==> src/bic_pkg.sv <==
package bic_pkg;
  localparam int NCH = 6;
  localparam int AW = 15;
  localparam int DW = 48;
  // control word layout: current address high, terminal address low
  localparam int CUR_LSB = 15;
  localparam int TERM_LSB = 0;
  localparam logic [14:0] CW_LO = 15'h0001;
  localparam logic [14:0] CW_HI = 15'h0006;
  localparam logic [2:0] SCAN_FIRST = 3'h1;
  localparam logic [2:0] BLK_CH = 3'h7;

  typedef enum logic [2:0] {SV_IDLE, SV_LOAD, SV_MEM, SV_UPD, SV_DONE} bic_sv_t;
  typedef enum logic [2:0] {BT_IDLE, BT_IWAIT, BT_IMEM, BT_IDROP, BT_ORD, BT_OGAP, BT_OHOLD} bic_bt_t;

  // one-bit-change order over channels 1,3,2,6,4,5
  function automatic logic [2:0] scan_next(input logic [2:0] c);
    unique case (c)
      3'h1: scan_next = 3'h3;
      3'h3: scan_next = 3'h2;
      3'h2: scan_next = 3'h6;
      3'h6: scan_next = 3'h4;
      3'h4: scan_next = 3'h5;
      default: scan_next = 3'h1;
    endcase
  endfunction
endpackage

==> src/bic_core.sv <==
// How it works
// [RULE1] activation sets active; next odd phase raises that channel's action request
// [RULE2] scanner is a two-rank 3-bit counter, one bit changing per step
// [RULE3] scanner stops on a requesting channel; rank two updates only without requests; here only a request at rank one holds it
// [RULE4] advance stage toggles each odd phase, copied on even, then next odd
// [RULE5] first and third advance stages equal means stopped: raise word service request
// [RULE6] service request copies scanner number into channel select register
// [RULE7] service marks storage busy, loads compare word, addresses storage at current
// [RULE8] after storage access current address plus one is written back
// [RULE9] end: input clears wait, output sets it; clear request; deactivate when done
// [RULE10] output wait flag drives output ready to peripheral
// [RULE11] output resume sets resume seen, clears wait, drops output ready
// [RULE12] falling resume clears resume seen and allows a new request
// [RULE13] input ready must be present before an input channel is serviced
// [RULE14] current address 1..6 also references that channel's control word
// [RULE15] control word out takes address fields from channel; in stores them too
// [RULE16] block transfers use channel 7 and halt all but running buffers
// [RULE17] block count from index, first word at base+count-1, address decrements
// [RULE18] block input waits for input ready, then stores the channel 7 word
// [RULE19] per input word raise resume, drop it after ready falls, until count zero
// [RULE20] interrupt request during block input stops loop, count kept unchanged
// [RULE21] block output first word goes at once; later wait resume seen and removed
// [RULE22] output word on lines then ready; drop ready on resume; exit at count end
// [RULE23] control word holds current address high and terminal address low
// [RULE24] activation picks channel 1..6 and loads its current address
// [RULE25] odd and even phase enables come from the one clock
//
// Chosen here: the plain strobed port and the address map.
`timescale 1ns/100ps
module bic_core #(
  parameter int NCH = bic_pkg::NCH,
  parameter int AW = bic_pkg::AW,
  parameter int DW = bic_pkg::DW
) (
  input wire logic clk,
  input wire logic rstn,
  input wire logic act_stb,
  input wire logic [2:0] act_chan,
  input wire logic act_out,
  input wire logic [AW-1:0] act_addr,
  input wire logic term_stb,
  input wire logic [2:0] term_chan,
  input wire logic [AW-1:0] term_addr,
  input wire logic [NCH:1] in_ready,
  input wire logic [NCH*DW-1:0] in_data,
  output logic [NCH:1] in_resume,
  output logic [NCH:1] out_ready,
  output logic [NCH*DW-1:0] out_data,
  input wire logic [NCH:1] out_resume,
  output logic [NCH:1] chan_active,
  output logic storage_busy,
  output logic mem_req,
  output logic mem_we,
  output logic [AW-1:0] mem_addr,
  output logic [DW-1:0] mem_wdata,
  input wire logic [DW-1:0] mem_rdata,
  input wire logic mem_ack,
  input wire logic bt_start,
  input wire logic bt_out,
  input wire logic [AW-1:0] bt_base,
  input wire logic [AW-1:0] bt_count,
  input wire logic [DW-1:0] bt_in_data,
  input wire logic bt_in_ready,
  output logic bt_in_resume,
  input wire logic bt_out_resume,
  output logic bt_out_ready,
  output logic [DW-1:0] bt_out_data,
  input wire logic bt_irq,
  output logic bt_busy,
  output logic bt_halted,
  output logic [AW-1:0] bt_remain
);
  if (NCH != 6 || AW < 3 || DW <= bic_pkg::CUR_LSB + AW || bic_pkg::CUR_LSB != AW
    || bic_pkg::TERM_LSB != 0) begin : g_chk
    $error("bic_core: unsupported channel count or widths");
  end

  logic rst_s1, rst_n;
  always_ff @(posedge clk or negedge rstn) begin
    if (!rstn) begin
      rst_s1 <= 1'b0;
      rst_n <= 1'b0;
    end else begin
      rst_s1 <= 1'b1;
      rst_n <= rst_s1;
    end
  end

  // pin inputs through two flops; the first rank feeds only the second
  localparam int SW = 2 * NCH + 2;
  logic [SW-1:0] pin_s1, pin_s2;
  always_ff @(posedge clk or negedge rst_n) begin
    if (!rst_n) begin
      pin_s1 <= '0;
      pin_s2 <= '0;
    end else begin
      pin_s1 <= {bt_out_resume, bt_in_ready, out_resume, in_ready};
      pin_s2 <= pin_s1;
    end
  end
  wire [NCH:1] in_rdy_s = pin_s2[NCH-1:0];
  wire [NCH:1] out_res_s = pin_s2[2*NCH-1:NCH];
  wire bt_in_rdy_s = pin_s2[2*NCH];
  wire bt_out_res_s = pin_s2[2*NCH+1];

  logic phase_reg;
  always_ff @(posedge clk or negedge rst_n) begin
    if (!rst_n) phase_reg <= 1'b0;
    else phase_reg <= ~phase_reg; // see [RULE25]
  end
  wire odd_en = phase_reg;
  wire even_en = ~phase_reg;

  logic [NCH:1] active_reg, areq_reg, wait_reg, seen_reg, dir_reg;
  logic [AW-1:0] cur_reg [1:NCH];
  logic [AW-1:0] term_reg [1:NCH];
  logic [DW-1:0] oword_reg [1:NCH];
  bic_pkg::bic_sv_t sv_state;
  bic_pkg::bic_bt_t bt_state;

  // scanner
  logic [2:0] rank1_reg, rank2_reg, sel_reg;
  logic adv1_reg, adv2_reg, adv3_reg, wsr_reg;
  wire stop_here = areq_reg[rank1_reg];
  always_ff @(posedge clk or negedge rst_n) begin
    if (!rst_n) begin
      rank1_reg <= bic_pkg::SCAN_FIRST;
      rank2_reg <= bic_pkg::SCAN_FIRST;
      adv1_reg <= 1'b0;
      adv2_reg <= 1'b0;
      adv3_reg <= 1'b0;
      wsr_reg <= 1'b0;
    end else begin
      if (odd_en && !stop_here && !wsr_reg) begin
        rank1_reg <= bic_pkg::scan_next(rank2_reg); // see [RULE2]
        adv1_reg <= ~adv1_reg; // see [RULE4]
      end
      // gate on the request at rank one only, else another channel's request freezes the scan
      if (even_en && !stop_here) rank2_reg <= rank1_reg; // see [RULE3]
      if (even_en) adv2_reg <= adv1_reg;
      if (odd_en) adv3_reg <= adv2_reg;
      if (sv_state == bic_pkg::SV_DONE) wsr_reg <= 1'b0; // see [RULE9]
      else if (odd_en && stop_here && adv1_reg == adv3_reg) wsr_reg <= 1'b1; // see [RULE5]
    end
  end

  // word service
  logic [AW-1:0] ccw_cur, svc_addr;
  logic svc_req, svc_we, fast_reg;
  logic [DW-1:0] svc_wdata;
  logic bt_req;
  wire sel_out = dir_reg[sel_reg];
  wire [AW-1:0] sel_cur = cur_reg[sel_reg];
  wire is_cw = sel_cur >= bic_pkg::CW_LO && sel_cur <= bic_pkg::CW_HI;
  wire [2:0] cw_ch = ccw_cur[2:0];
  wire [DW-1:0] sel_in = in_data[(sel_reg-3'h1)*DW +: DW];
  wire [AW-1:0] cur_inc = ccw_cur + AW'(1);
  wire [DW-1:0] rd_merged = fast_reg ? {mem_rdata[DW-1:bic_pkg::CUR_LSB+AW], cur_reg[cw_ch], term_reg[cw_ch]}
    : mem_rdata;
  always_ff @(posedge clk or negedge rst_n) begin
    if (!rst_n) begin
      sv_state <= bic_pkg::SV_IDLE;
      sel_reg <= bic_pkg::SCAN_FIRST;
      ccw_cur <= '0;
      svc_req <= 1'b0;
      svc_we <= 1'b0;
      svc_addr <= '0;
      svc_wdata <= '0;
      fast_reg <= 1'b0;
    end else begin
      unique case (sv_state)
        bic_pkg::SV_IDLE: if (wsr_reg) begin
          sel_reg <= rank1_reg; // see [RULE6]
          sv_state <= bic_pkg::SV_LOAD;
        end
        bic_pkg::SV_LOAD: if (!bt_req) begin
          ccw_cur <= sel_cur; // see [RULE7]
          fast_reg <= is_cw; // see [RULE14]
          svc_req <= 1'b1;
          svc_we <= ~sel_out;
          svc_addr <= sel_cur;
          svc_wdata <= sel_in;
          sv_state <= bic_pkg::SV_MEM;
        end
        bic_pkg::SV_MEM: if (mem_ack) begin
          svc_req <= 1'b0;
          sv_state <= bic_pkg::SV_UPD;
        end
        bic_pkg::SV_UPD: sv_state <= bic_pkg::SV_DONE;
        bic_pkg::SV_DONE: sv_state <= bic_pkg::SV_IDLE;
      endcase
    end
  end

  // output word registers; control words take their address fields from the channel registers
  always_ff @(posedge clk) begin
    if (sv_state == bic_pkg::SV_MEM && mem_ack && sel_out) oword_reg[sel_reg] <= rd_merged; // see [RULE15]
  end

  // per-channel flags and control words
  always_ff @(posedge clk or negedge rst_n) begin
    if (!rst_n) begin
      active_reg <= '0;
      areq_reg <= '0;
      wait_reg <= '0;
      seen_reg <= '0;
      dir_reg <= '0;
      for (int i = 1; i <= NCH; i++) begin
        cur_reg[i] <= '0;
        term_reg[i] <= '0;
      end
    end else begin
      for (int i = 1; i <= NCH; i++) begin
        if (act_stb && act_chan == 3'(i) && !bt_busy) begin
          active_reg[i] <= 1'b1; // see [RULE24]
          cur_reg[i] <= act_addr;
          dir_reg[i] <= act_out;
          wait_reg[i] <= 1'b0;
          seen_reg[i] <= 1'b0;
        end
        if (term_stb && term_chan == 3'(i)) term_reg[i] <= term_addr;
        if (odd_en) begin
          // input channels also need ready before asking
          if (active_reg[i] && !areq_reg[i] && !wait_reg[i] && !seen_reg[i] && (dir_reg[i] || in_rdy_s[i]))
            areq_reg[i] <= 1'b1; // see [RULE1] [RULE12] [RULE13]
          if (dir_reg[i] && wait_reg[i] && out_res_s[i]) begin
            seen_reg[i] <= 1'b1; // see [RULE11]
            wait_reg[i] <= 1'b0;
          end
          if (seen_reg[i] && !wait_reg[i] && !(dir_reg[i] ? out_res_s[i] : in_rdy_s[i]))
            seen_reg[i] <= 1'b0; // see [RULE12]
        end
        if (sv_state == bic_pkg::SV_UPD) begin
          if (fast_reg && !sel_out && cw_ch == 3'(i)) begin
            cur_reg[i] <= svc_wdata[bic_pkg::CUR_LSB +: AW]; // see [RULE15]
            term_reg[i] <= svc_wdata[bic_pkg::TERM_LSB +: AW];
          end
          if (sel_reg == 3'(i)) cur_reg[i] <= cur_inc; // see [RULE8] [RULE23]
        end
        if (sv_state == bic_pkg::SV_DONE && sel_reg == 3'(i)) begin
          areq_reg[i] <= 1'b0; // see [RULE9]
          if (dir_reg[i]) wait_reg[i] <= 1'b1; // see [RULE10]
          else seen_reg[i] <= 1'b1;
          if (cur_reg[i] == term_reg[i]) active_reg[i] <= 1'b0; // see [RULE23]
        end
      end
    end
  end

  always_comb begin
    for (int i = 1; i <= NCH; i++) out_data[(i-1)*DW +: DW] = oword_reg[i];
  end
  assign out_ready = wait_reg & dir_reg; // see [RULE10]
  assign in_resume = seen_reg & ~dir_reg;
  assign chan_active = active_reg;
  assign storage_busy = sv_state != bic_pkg::SV_IDLE; // see [RULE7]

  // block transfer on channel 7; the processor stalls while busy
  logic [AW-1:0] bt_addr, bt_rem;
  logic bt_we, bt_first, bt_in_res_reg, bt_out_rdy_reg, bt_halt_reg;
  logic [DW-1:0] bt_wdata, bt_word, bt_odata;
  wire sv_free = sv_state == bic_pkg::SV_IDLE && !wsr_reg;
  always_ff @(posedge clk or negedge rst_n) begin
    if (!rst_n) begin
      bt_state <= bic_pkg::BT_IDLE;
      bt_addr <= '0;
      bt_rem <= '0;
      bt_req <= 1'b0;
      bt_we <= 1'b0;
      bt_wdata <= '0;
      bt_word <= '0;
      bt_odata <= '0;
      bt_first <= 1'b0;
      bt_in_res_reg <= 1'b0;
      bt_out_rdy_reg <= 1'b0;
      bt_halt_reg <= 1'b0;
    end else begin
      unique case (bt_state)
        bic_pkg::BT_IDLE: if (bt_start && bt_count != '0) begin
          bt_addr <= bt_base + bt_count - AW'(1); // see [RULE17]
          bt_rem <= bt_count;
          bt_first <= 1'b1;
          bt_halt_reg <= 1'b0;
          bt_state <= bt_out ? bic_pkg::BT_ORD : bic_pkg::BT_IWAIT; // see [RULE16]
        end
        bic_pkg::BT_IWAIT: if (bt_irq) begin
          bt_halt_reg <= 1'b1; // see [RULE20]
          bt_state <= bic_pkg::BT_IDLE;
        end else if (bt_in_rdy_s && sv_free) begin
          bt_req <= 1'b1; // see [RULE18]
          bt_we <= 1'b1;
          bt_wdata <= bt_in_data;
          bt_state <= bic_pkg::BT_IMEM;
        end
        bic_pkg::BT_IMEM: if (mem_ack) begin
          bt_req <= 1'b0;
          bt_in_res_reg <= 1'b1; // see [RULE19]
          bt_rem <= bt_rem - AW'(1);
          bt_addr <= bt_addr - AW'(1);
          bt_state <= bic_pkg::BT_IDROP;
        end
        bic_pkg::BT_IDROP: if (!bt_in_rdy_s) begin
          bt_in_res_reg <= 1'b0; // see [RULE19]
          bt_state <= bt_rem == '0 ? bic_pkg::BT_IDLE : bic_pkg::BT_IWAIT;
        end
        bic_pkg::BT_ORD: if (bt_req && mem_ack) begin
          bt_req <= 1'b0;
          bt_word <= mem_rdata;
          bt_state <= bic_pkg::BT_OGAP;
        end else if (!bt_req && sv_free) begin
          bt_req <= 1'b1;
          bt_we <= 1'b0;
        end
        // later words wait until the previous resume has gone away
        bic_pkg::BT_OGAP: if (bt_first || !bt_out_res_s) begin
          bt_odata <= bt_word; // see [RULE21] [RULE22]
          bt_out_rdy_reg <= 1'b1;
          bt_first <= 1'b0;
          bt_rem <= bt_rem - AW'(1);
          bt_addr <= bt_addr - AW'(1);
          bt_state <= bic_pkg::BT_OHOLD;
        end
        bic_pkg::BT_OHOLD: if (bt_out_res_s) begin
          bt_out_rdy_reg <= 1'b0; // see [RULE22]
          bt_state <= bt_rem == '0 ? bic_pkg::BT_IDLE : bic_pkg::BT_ORD;
        end
        default: bt_state <= bic_pkg::BT_IDLE;
      endcase
    end
  end

  // only one side holds a request at a time, so a plain select suffices
  assign mem_req = svc_req | bt_req;
  assign mem_we = svc_req ? svc_we : bt_we;
  assign mem_addr = svc_req ? svc_addr : bt_addr;
  assign mem_wdata = svc_req ? svc_wdata : bt_wdata;
  assign bt_in_resume = bt_in_res_reg;
  assign bt_out_ready = bt_out_rdy_reg;
  assign bt_out_data = bt_odata;
  assign bt_busy = bt_state != bic_pkg::BT_IDLE; // see [RULE16]
  assign bt_halted = bt_halt_reg;
  assign bt_remain = bt_rem;
endmodule

==> config.mk <==
export PLATFORM = sky130hd
export DESIGN_NAME = bic_core
export DESIGN_NICKNAME = d
export VERILOG_FILES = /design/src/bic_pkg.sv /design/src/bic_core.sv
export SDC_FILE = /design/constraint.sdc
export NUM_CORES = 2
export LEC_CHECK = 0
export ABC_CLOCK_PERIOD_IN_PS = 16500
export BUFFER_PORTS_ARGS = -buffer_cell sky130_fd_sc_hd__buf_2
export CAP_MARGIN = 20
export CORE_AREA = 2 2 357 359
export CTS_CLUSTER_SIZE = 14
export DETAILED_ROUTE_END_ITERATION = 10
export DIE_AREA = 0 0 359 361
export GPL_TIMING_DRIVEN = 0
export PLACE_DENSITY = 0.59
export RECOVER_POWER = 100
export SYNTH_ARGS = -nofsm -noshare
export SYNTH_HDL_FRONTEND = slang
export SYNTH_SLANG_ARGS = --single-unit
==> constraint.sdc <==
create_clock -name clk -period 16.5 [get_ports clk]
set_clock_uncertainty 0.1 [all_clocks]
set_input_delay 3.3 -clock clk [delete_from_list [all_inputs] [get_ports clk]]
set_output_delay 3.3 -clock clk [all_outputs]
set_load 0.02 [all_outputs]
### Word-level counts from Yosys, hierarchy flattened

Memory sizes are Yosys's and may differ from the RTL's.
Cells that the tools add are included.
W data, S select, Z words.

* register bits: 506
* memory bits (writable): 288
* input port bits: 473
* output and inout bits: 439
* logic and storage cells: 540
* memories: 1

Memory list
* oword_reg: depth 6, bits a word 48, rd ports 6, clocked after memory_dff 0, write ports 1, RTL line bic_core.sv:117 `logic [DW-1:0] oword_reg [1:NCH];`

* $add $sub $neg: 6
* $mul: 1
* magnitude comparators: 6
* equal/unequal tests: 62
* shifts and indexed selects: 1
* muxes and demuxes: 218
* bitwise logic cells: 11
* reductions and logical operators: 177

Operator list (count)
* $mux W15: 55
* $shiftx A288 B33 Y48: 1
* $bmux W15 S3: 3
* $mux W1: 132
* $logic_and A1 B1 Y1: 92
* $eq A15 B15 Y1: 6
* $pmux W15 S3: 2
* $eq A3 B3 Y1 const B: 18
* $mux W48: 1
* $sub A15 B1 Y15 const B: 3
* $eq A3 B2 Y1 const B: 14
* $reduce_bool A2 Y1: 19
* $mux W3: 12
* $mul A32 B2 Y28 const B: 1
* $logic_not A1 Y1: 30
* $mux W30: 1
* $pmux W3 S5: 2
* $ne A2 B2 Y1 const B: 14
* $eq A3 B1 Y1 const B: 7
* $pmux W3 S7: 1
* $reduce_and A3 Y1: 7
* $reduce_and A2 Y1: 10
* $add A15 B1 Y15 const B: 1
* $add A15 B15 Y15: 1
* other kinds (23): 49

### Logic depth before layout (Yosys ltp)

* word-level depth: 9
* gate-level depth with buffers: 19
* gate-level depth less buffers: 11

### Worst setup path after synthesis

Ideal clock, no wire load.

* path kind: input port to flip-flop
* from: input port mem_ack
* to: memory oword_reg[2][0], enable pin
* setup time: 0.513 ns
* arrival: 6.925 ns
* required time: 15.887 ns
* setup slack: 8.963 ns
* stages: 4
* buffers on the path: 0
* cells stage by stage: nand2b_1 -> nor2_1 -> nand4_1 -> nor3_1

* word-level cells in the longest chain between the ends: 4

Ends and longest elaborated chain
* from (decl): RTL line bic_core.sv:57 `input wire logic mem_ack,`
* $logic_and A1 B1 Y1 (2 in series): RTL line bic_core.sv:197 `if (sv_state == bic_pkg::SV_MEM && mem_ack && sel_out) oword_reg[sel_reg] <= rd_merged;`
* $mux W1: RTL line bic_core.sv:197
* $mux W1 (not written as such): RTL line bic_core.sv:197
* to (decl): RTL line bic_core.sv:117

Every way passes these cells.

### Worst setup path in the final report

* from: register sel_reg[0]
* to: register svc_wdata[29]

* word-level cells in the longest chain between the ends: 3

Ends and longest elaborated chain
* from (decl): RTL line bic_core.sv:122 `logic [2:0] rank1_reg, rank2_reg, sel_reg;`
* from (signal assigned): RTL line bic_core.sv:163 `sel_reg <= bic_pkg::SCAN_FIRST;`
* from (signal assigned): RTL line bic_core.sv:173 `sel_reg <= rank1_reg;`
* $sub A3 B1 Y4: RTL line bic_core.sv:156 `wire [DW-1:0] sel_in = in_data[(sel_reg-3'h1)*DW +: DW];`
* $mul A32 B2 Y28: RTL line bic_core.sv:156
* $shiftx A288 B33 Y48: RTL line bic_core.sv:156
* to (signal assigned): RTL line bic_core.sv:182 `svc_wdata <= sel_in;`
* to (decl): RTL line bic_core.sv:150 `logic [DW-1:0] svc_wdata;`

Every way passes these cells.
A chain may end at the register's enable or synchronous reset.

==> qor.csv <==
metric,value,unit
Post-Synth XOR/XNOR Area,2.356,%
Seq cells post-synth,794,
routed vias,44550,
Final Hold Violating Endpoints,0,
Synth area leader,dfrtp_1,
P_leak,21.20,nW
setup tns final,0,ns
Total Power,0.01195,W
Port Buffers,908,
combinational share of power,55.6,%
clock sink count,794,
crit-path leading delay family,buffers and inverters,
met3 WL post-DR,31510,um
Die H,361,um
max incr delay on CP,0.90,ns
Max VDD drop,163.2,uV
sequential share of power,26.4,%
Slowest cell on crit path,clkbuf_1,
Final setup viols,0,
Hold Crit Class,register to register,
asr flop ratio synth,63.73,%
FMAX,84.34,MHz
failing checks,"max-capacitance violations, max-slew violations",
Worst Path Buf+Inv,12,
Vias/cell,6.433,
total CTS buffers,91,
clock share of power,18.1,%
fin nets,5695,
Post-Synth Simple-Gate Area,10.06,%
WL/cell,37.12,um
pwr/cell area,224.8,nW/um2
final wirelength,257100,um
M1 WL,93410,um
"Max FO, Critical Path",10,
vias in the first global route,42610,
Post-Synth Adder-Cell Area,1.300,%
Final ANT Viol Nets,0,
Internal Power,0.005750,W
first-pass GRT wire length,347200,um
# H-tree levels,3,
worst-skew pair later-pin latency,0.75,ns
Max-Slew Margin vs Limit,-154.8,%
synthesized area,43490,um2
Rows,130,
Synth Area in Compound Gates,19.56,%
hold buffer count at CTS,0,
pin count of the biggest net entering global routing,67,
worst path required time,17.06,ns
CP Launch Type,register,
GPL Wtd Cong,1.078,
die area,129600,um2
Starting Density,34.68,%
most frequent cell on the critical path,clkbuf_1,
max reg flops,288,
residual DRC count,0,
first-pass detailed-route iteration total,9,
I/O pins,912,
register area share after synthesis,49.01,%
largest family of logic cells by synthesized area,compound AO/OA/AOI/OAI gates,
most used flip-flop cell after synthesis,dfrtp_1,
core area,125400,um2
Post-CTS Setup Bufs,0,
warnings from Yosys,0,
Max Cap Viol,16,
RSZ-0062 raised after global routing,no,
DP HPWL,198000,um
drt initial violations,6667,
Syn Nets,4634,
setup ws final,4.644,ns
Highest Signal Layer,met5,
Worst-Margin Slew,3.822,ns
Resized Gates After CTS,0,
Clock transition at path regs,0.06,ns
status,"complete, but fails checks",
Synth Instances,4117,
Final Slew Violations,691,
"Remaining Overflow, GRT",0,
count of cell types in the netlist,78,
Yosys top cell area share,28.94,%
Tmin final,11.86,ns
layout cells sized above 1,17.52,%
Net Sw Frac,51.89,%
CP Capture Type,register,
Crit Path Class,register to register,
CTS root buffer,clkbuf_16,
Total GRT Usage,38.21,%
Synth area leaders,"dfrtp_1 (29%), edfxtp_1 (20%), mux2i_1 (6.4%)",
post-synthesis mux area share,13.63,%
DR WL met2,108800,um
"Period Utilization, post-route",71.86,%
Area Growth Syn to Fin,22.29,%
syn avg cell area,10.56,um2
Die Span X,359,um
Psw,0.006203,W
crit-path cells,clkinv_1 > clkbuf_1 > clkbuf_1 > clkbuf_1 > clkbuf_1 > ha_1 > clkbuf_1 > clkinv_1 > clkbuf_1 > clkbuf_1 > clkbuf_1 > clkbuf_1 > ha_1 > a21o_1 > a21oi_1 > nand3_1 > nor2_1 > clkbuf_1 > a32oi_1 > o211ai_1,
initial antenna violation count,55,
Max Root-Sink Buffers,3,
DP Worst Slack,6.156,ns
CTS tree,done,
CP arrival,12.41,ns
"EDFF count, synth",288,
[metrics by stage]
step | hold WS [ns] | std cells | cell area (um2) | utilization (%)
4_1_cts | 0.2451 | 6890 | 54040 | 43.09
2_1_floorplan | 0.2312 | 4117 | 43490 | -
3_5_place_dp | 0.2347 | 6719 | 50880 | 40.57
3_3_place_gp | 0.2349 | 6675 | 50100 | 39.95
5_1_grt | 0.2547 | 6913 | 53150 | 42.39
6_report | 0.2446 | 6925 | 53180 | 42.41
[kinds of logic after synthesis]
family,Yosys count
AND/OR/NAND/NOR,965
adder cells (fa/ha/maj),44
buffers and inverters,445
flip-flops,794
multiplexers,537
other,1
XOR/XNOR,117
AO/OA/AOI/OAI,1214
[synthesized netlist by cell type (44+ instances only)]
cell type / n
a21oi_1: 280
a221o_1: 78
a221oi_1: 160
a22oi_1: 74
buf_1: 44
buf_2: 63
clkbuf_1: 241
dfrtp_1: 503
edfxtp_1: 288
inv_1: 87
mux2_2: 241
mux2i_1: 276
nand2_1: 401
nand3_1: 45
nor2_1: 247
nor2b_1: 45
nor3_1: 48
o211ai_1: 48
o21ai_0: 155
o22ai_1: 73
xnor2_1: 62
xor2_1: 55
[cell type report]
class	instances	area (um2)
Tap cell	1650	2064
Multi-Input combinational cell	2878	20410
Inverter	92	345.3
Timing Repair Buffer	968	4454
Sequential cell	794	21310
Antenna cell	19	47.55
Fill cell	12510	72220
Clock inverter	48	670.6
Buffer	353	1389
Clock buffer	123	2487
[cells in the final DEF, fill, tap and decap left out, drive strengths merged, types with 92 or more instances in the layout]
cell | netlist | routed
clkbuf | 241 | 888
buf | 112 | 556
dfrtp | 503 | 503
nand2 | 401 | 401
edfxtp | 288 | 288
a21oi | 280 | 280
mux2i | 276 | 276
nor2 | 247 | 247
mux2 | 241 | 241
o21ai | 168 | 168
a221oi | 160 | 160
inv | 89 | 92
[power groups by stage]
stage / clock, W / sequential, W / combinational, W
2_1_floorplan: 0 / 0.00293 / 0.00357
3_3_place_gp: 0 / 0.00315 / 0.00618
3_5_place_dp: 0 / 0.00313 / 0.00625
4_1_cts: 0.00218 / 0.00310 / 0.00628
5_1_grt: 0.00226 / 0.00316 / 0.00673
6_report: 0.00216 / 0.00315 / 0.00664
[routing by layer]
layer	track usage, %	up-vias
li1	-	17810
met2	56.71	3750
met4	28.34	40
met5	0.03700	-
met3	13.40	1083
met1	45.76	21870
[final timing paths]
| path | startpoint | to | slack (ns) | cells after the start |
|---|---|---|---|---|
| worst max-delay path | sel_reg[0] | svc_wdata[29] | 4.64 | 20 |
| worst min-delay path | pin_s1[10] | pin_s2[10] | 0.24 | 0 |
| worst max register to register | sel_reg[0] | svc_wdata[29] | 4.64 | 20 |
| worst min register to register | pin_s1[10] | pin_s2[10] | 0.24 | 0 |
| max in group asynchronous | rst_n | term_reg[23] | 6.76 | 3 |
| min in group asynchronous | rst_n | bt_remain[2] | 0.79 | 0 |
No activity file was read; power rests on OpenSTA's default activity.
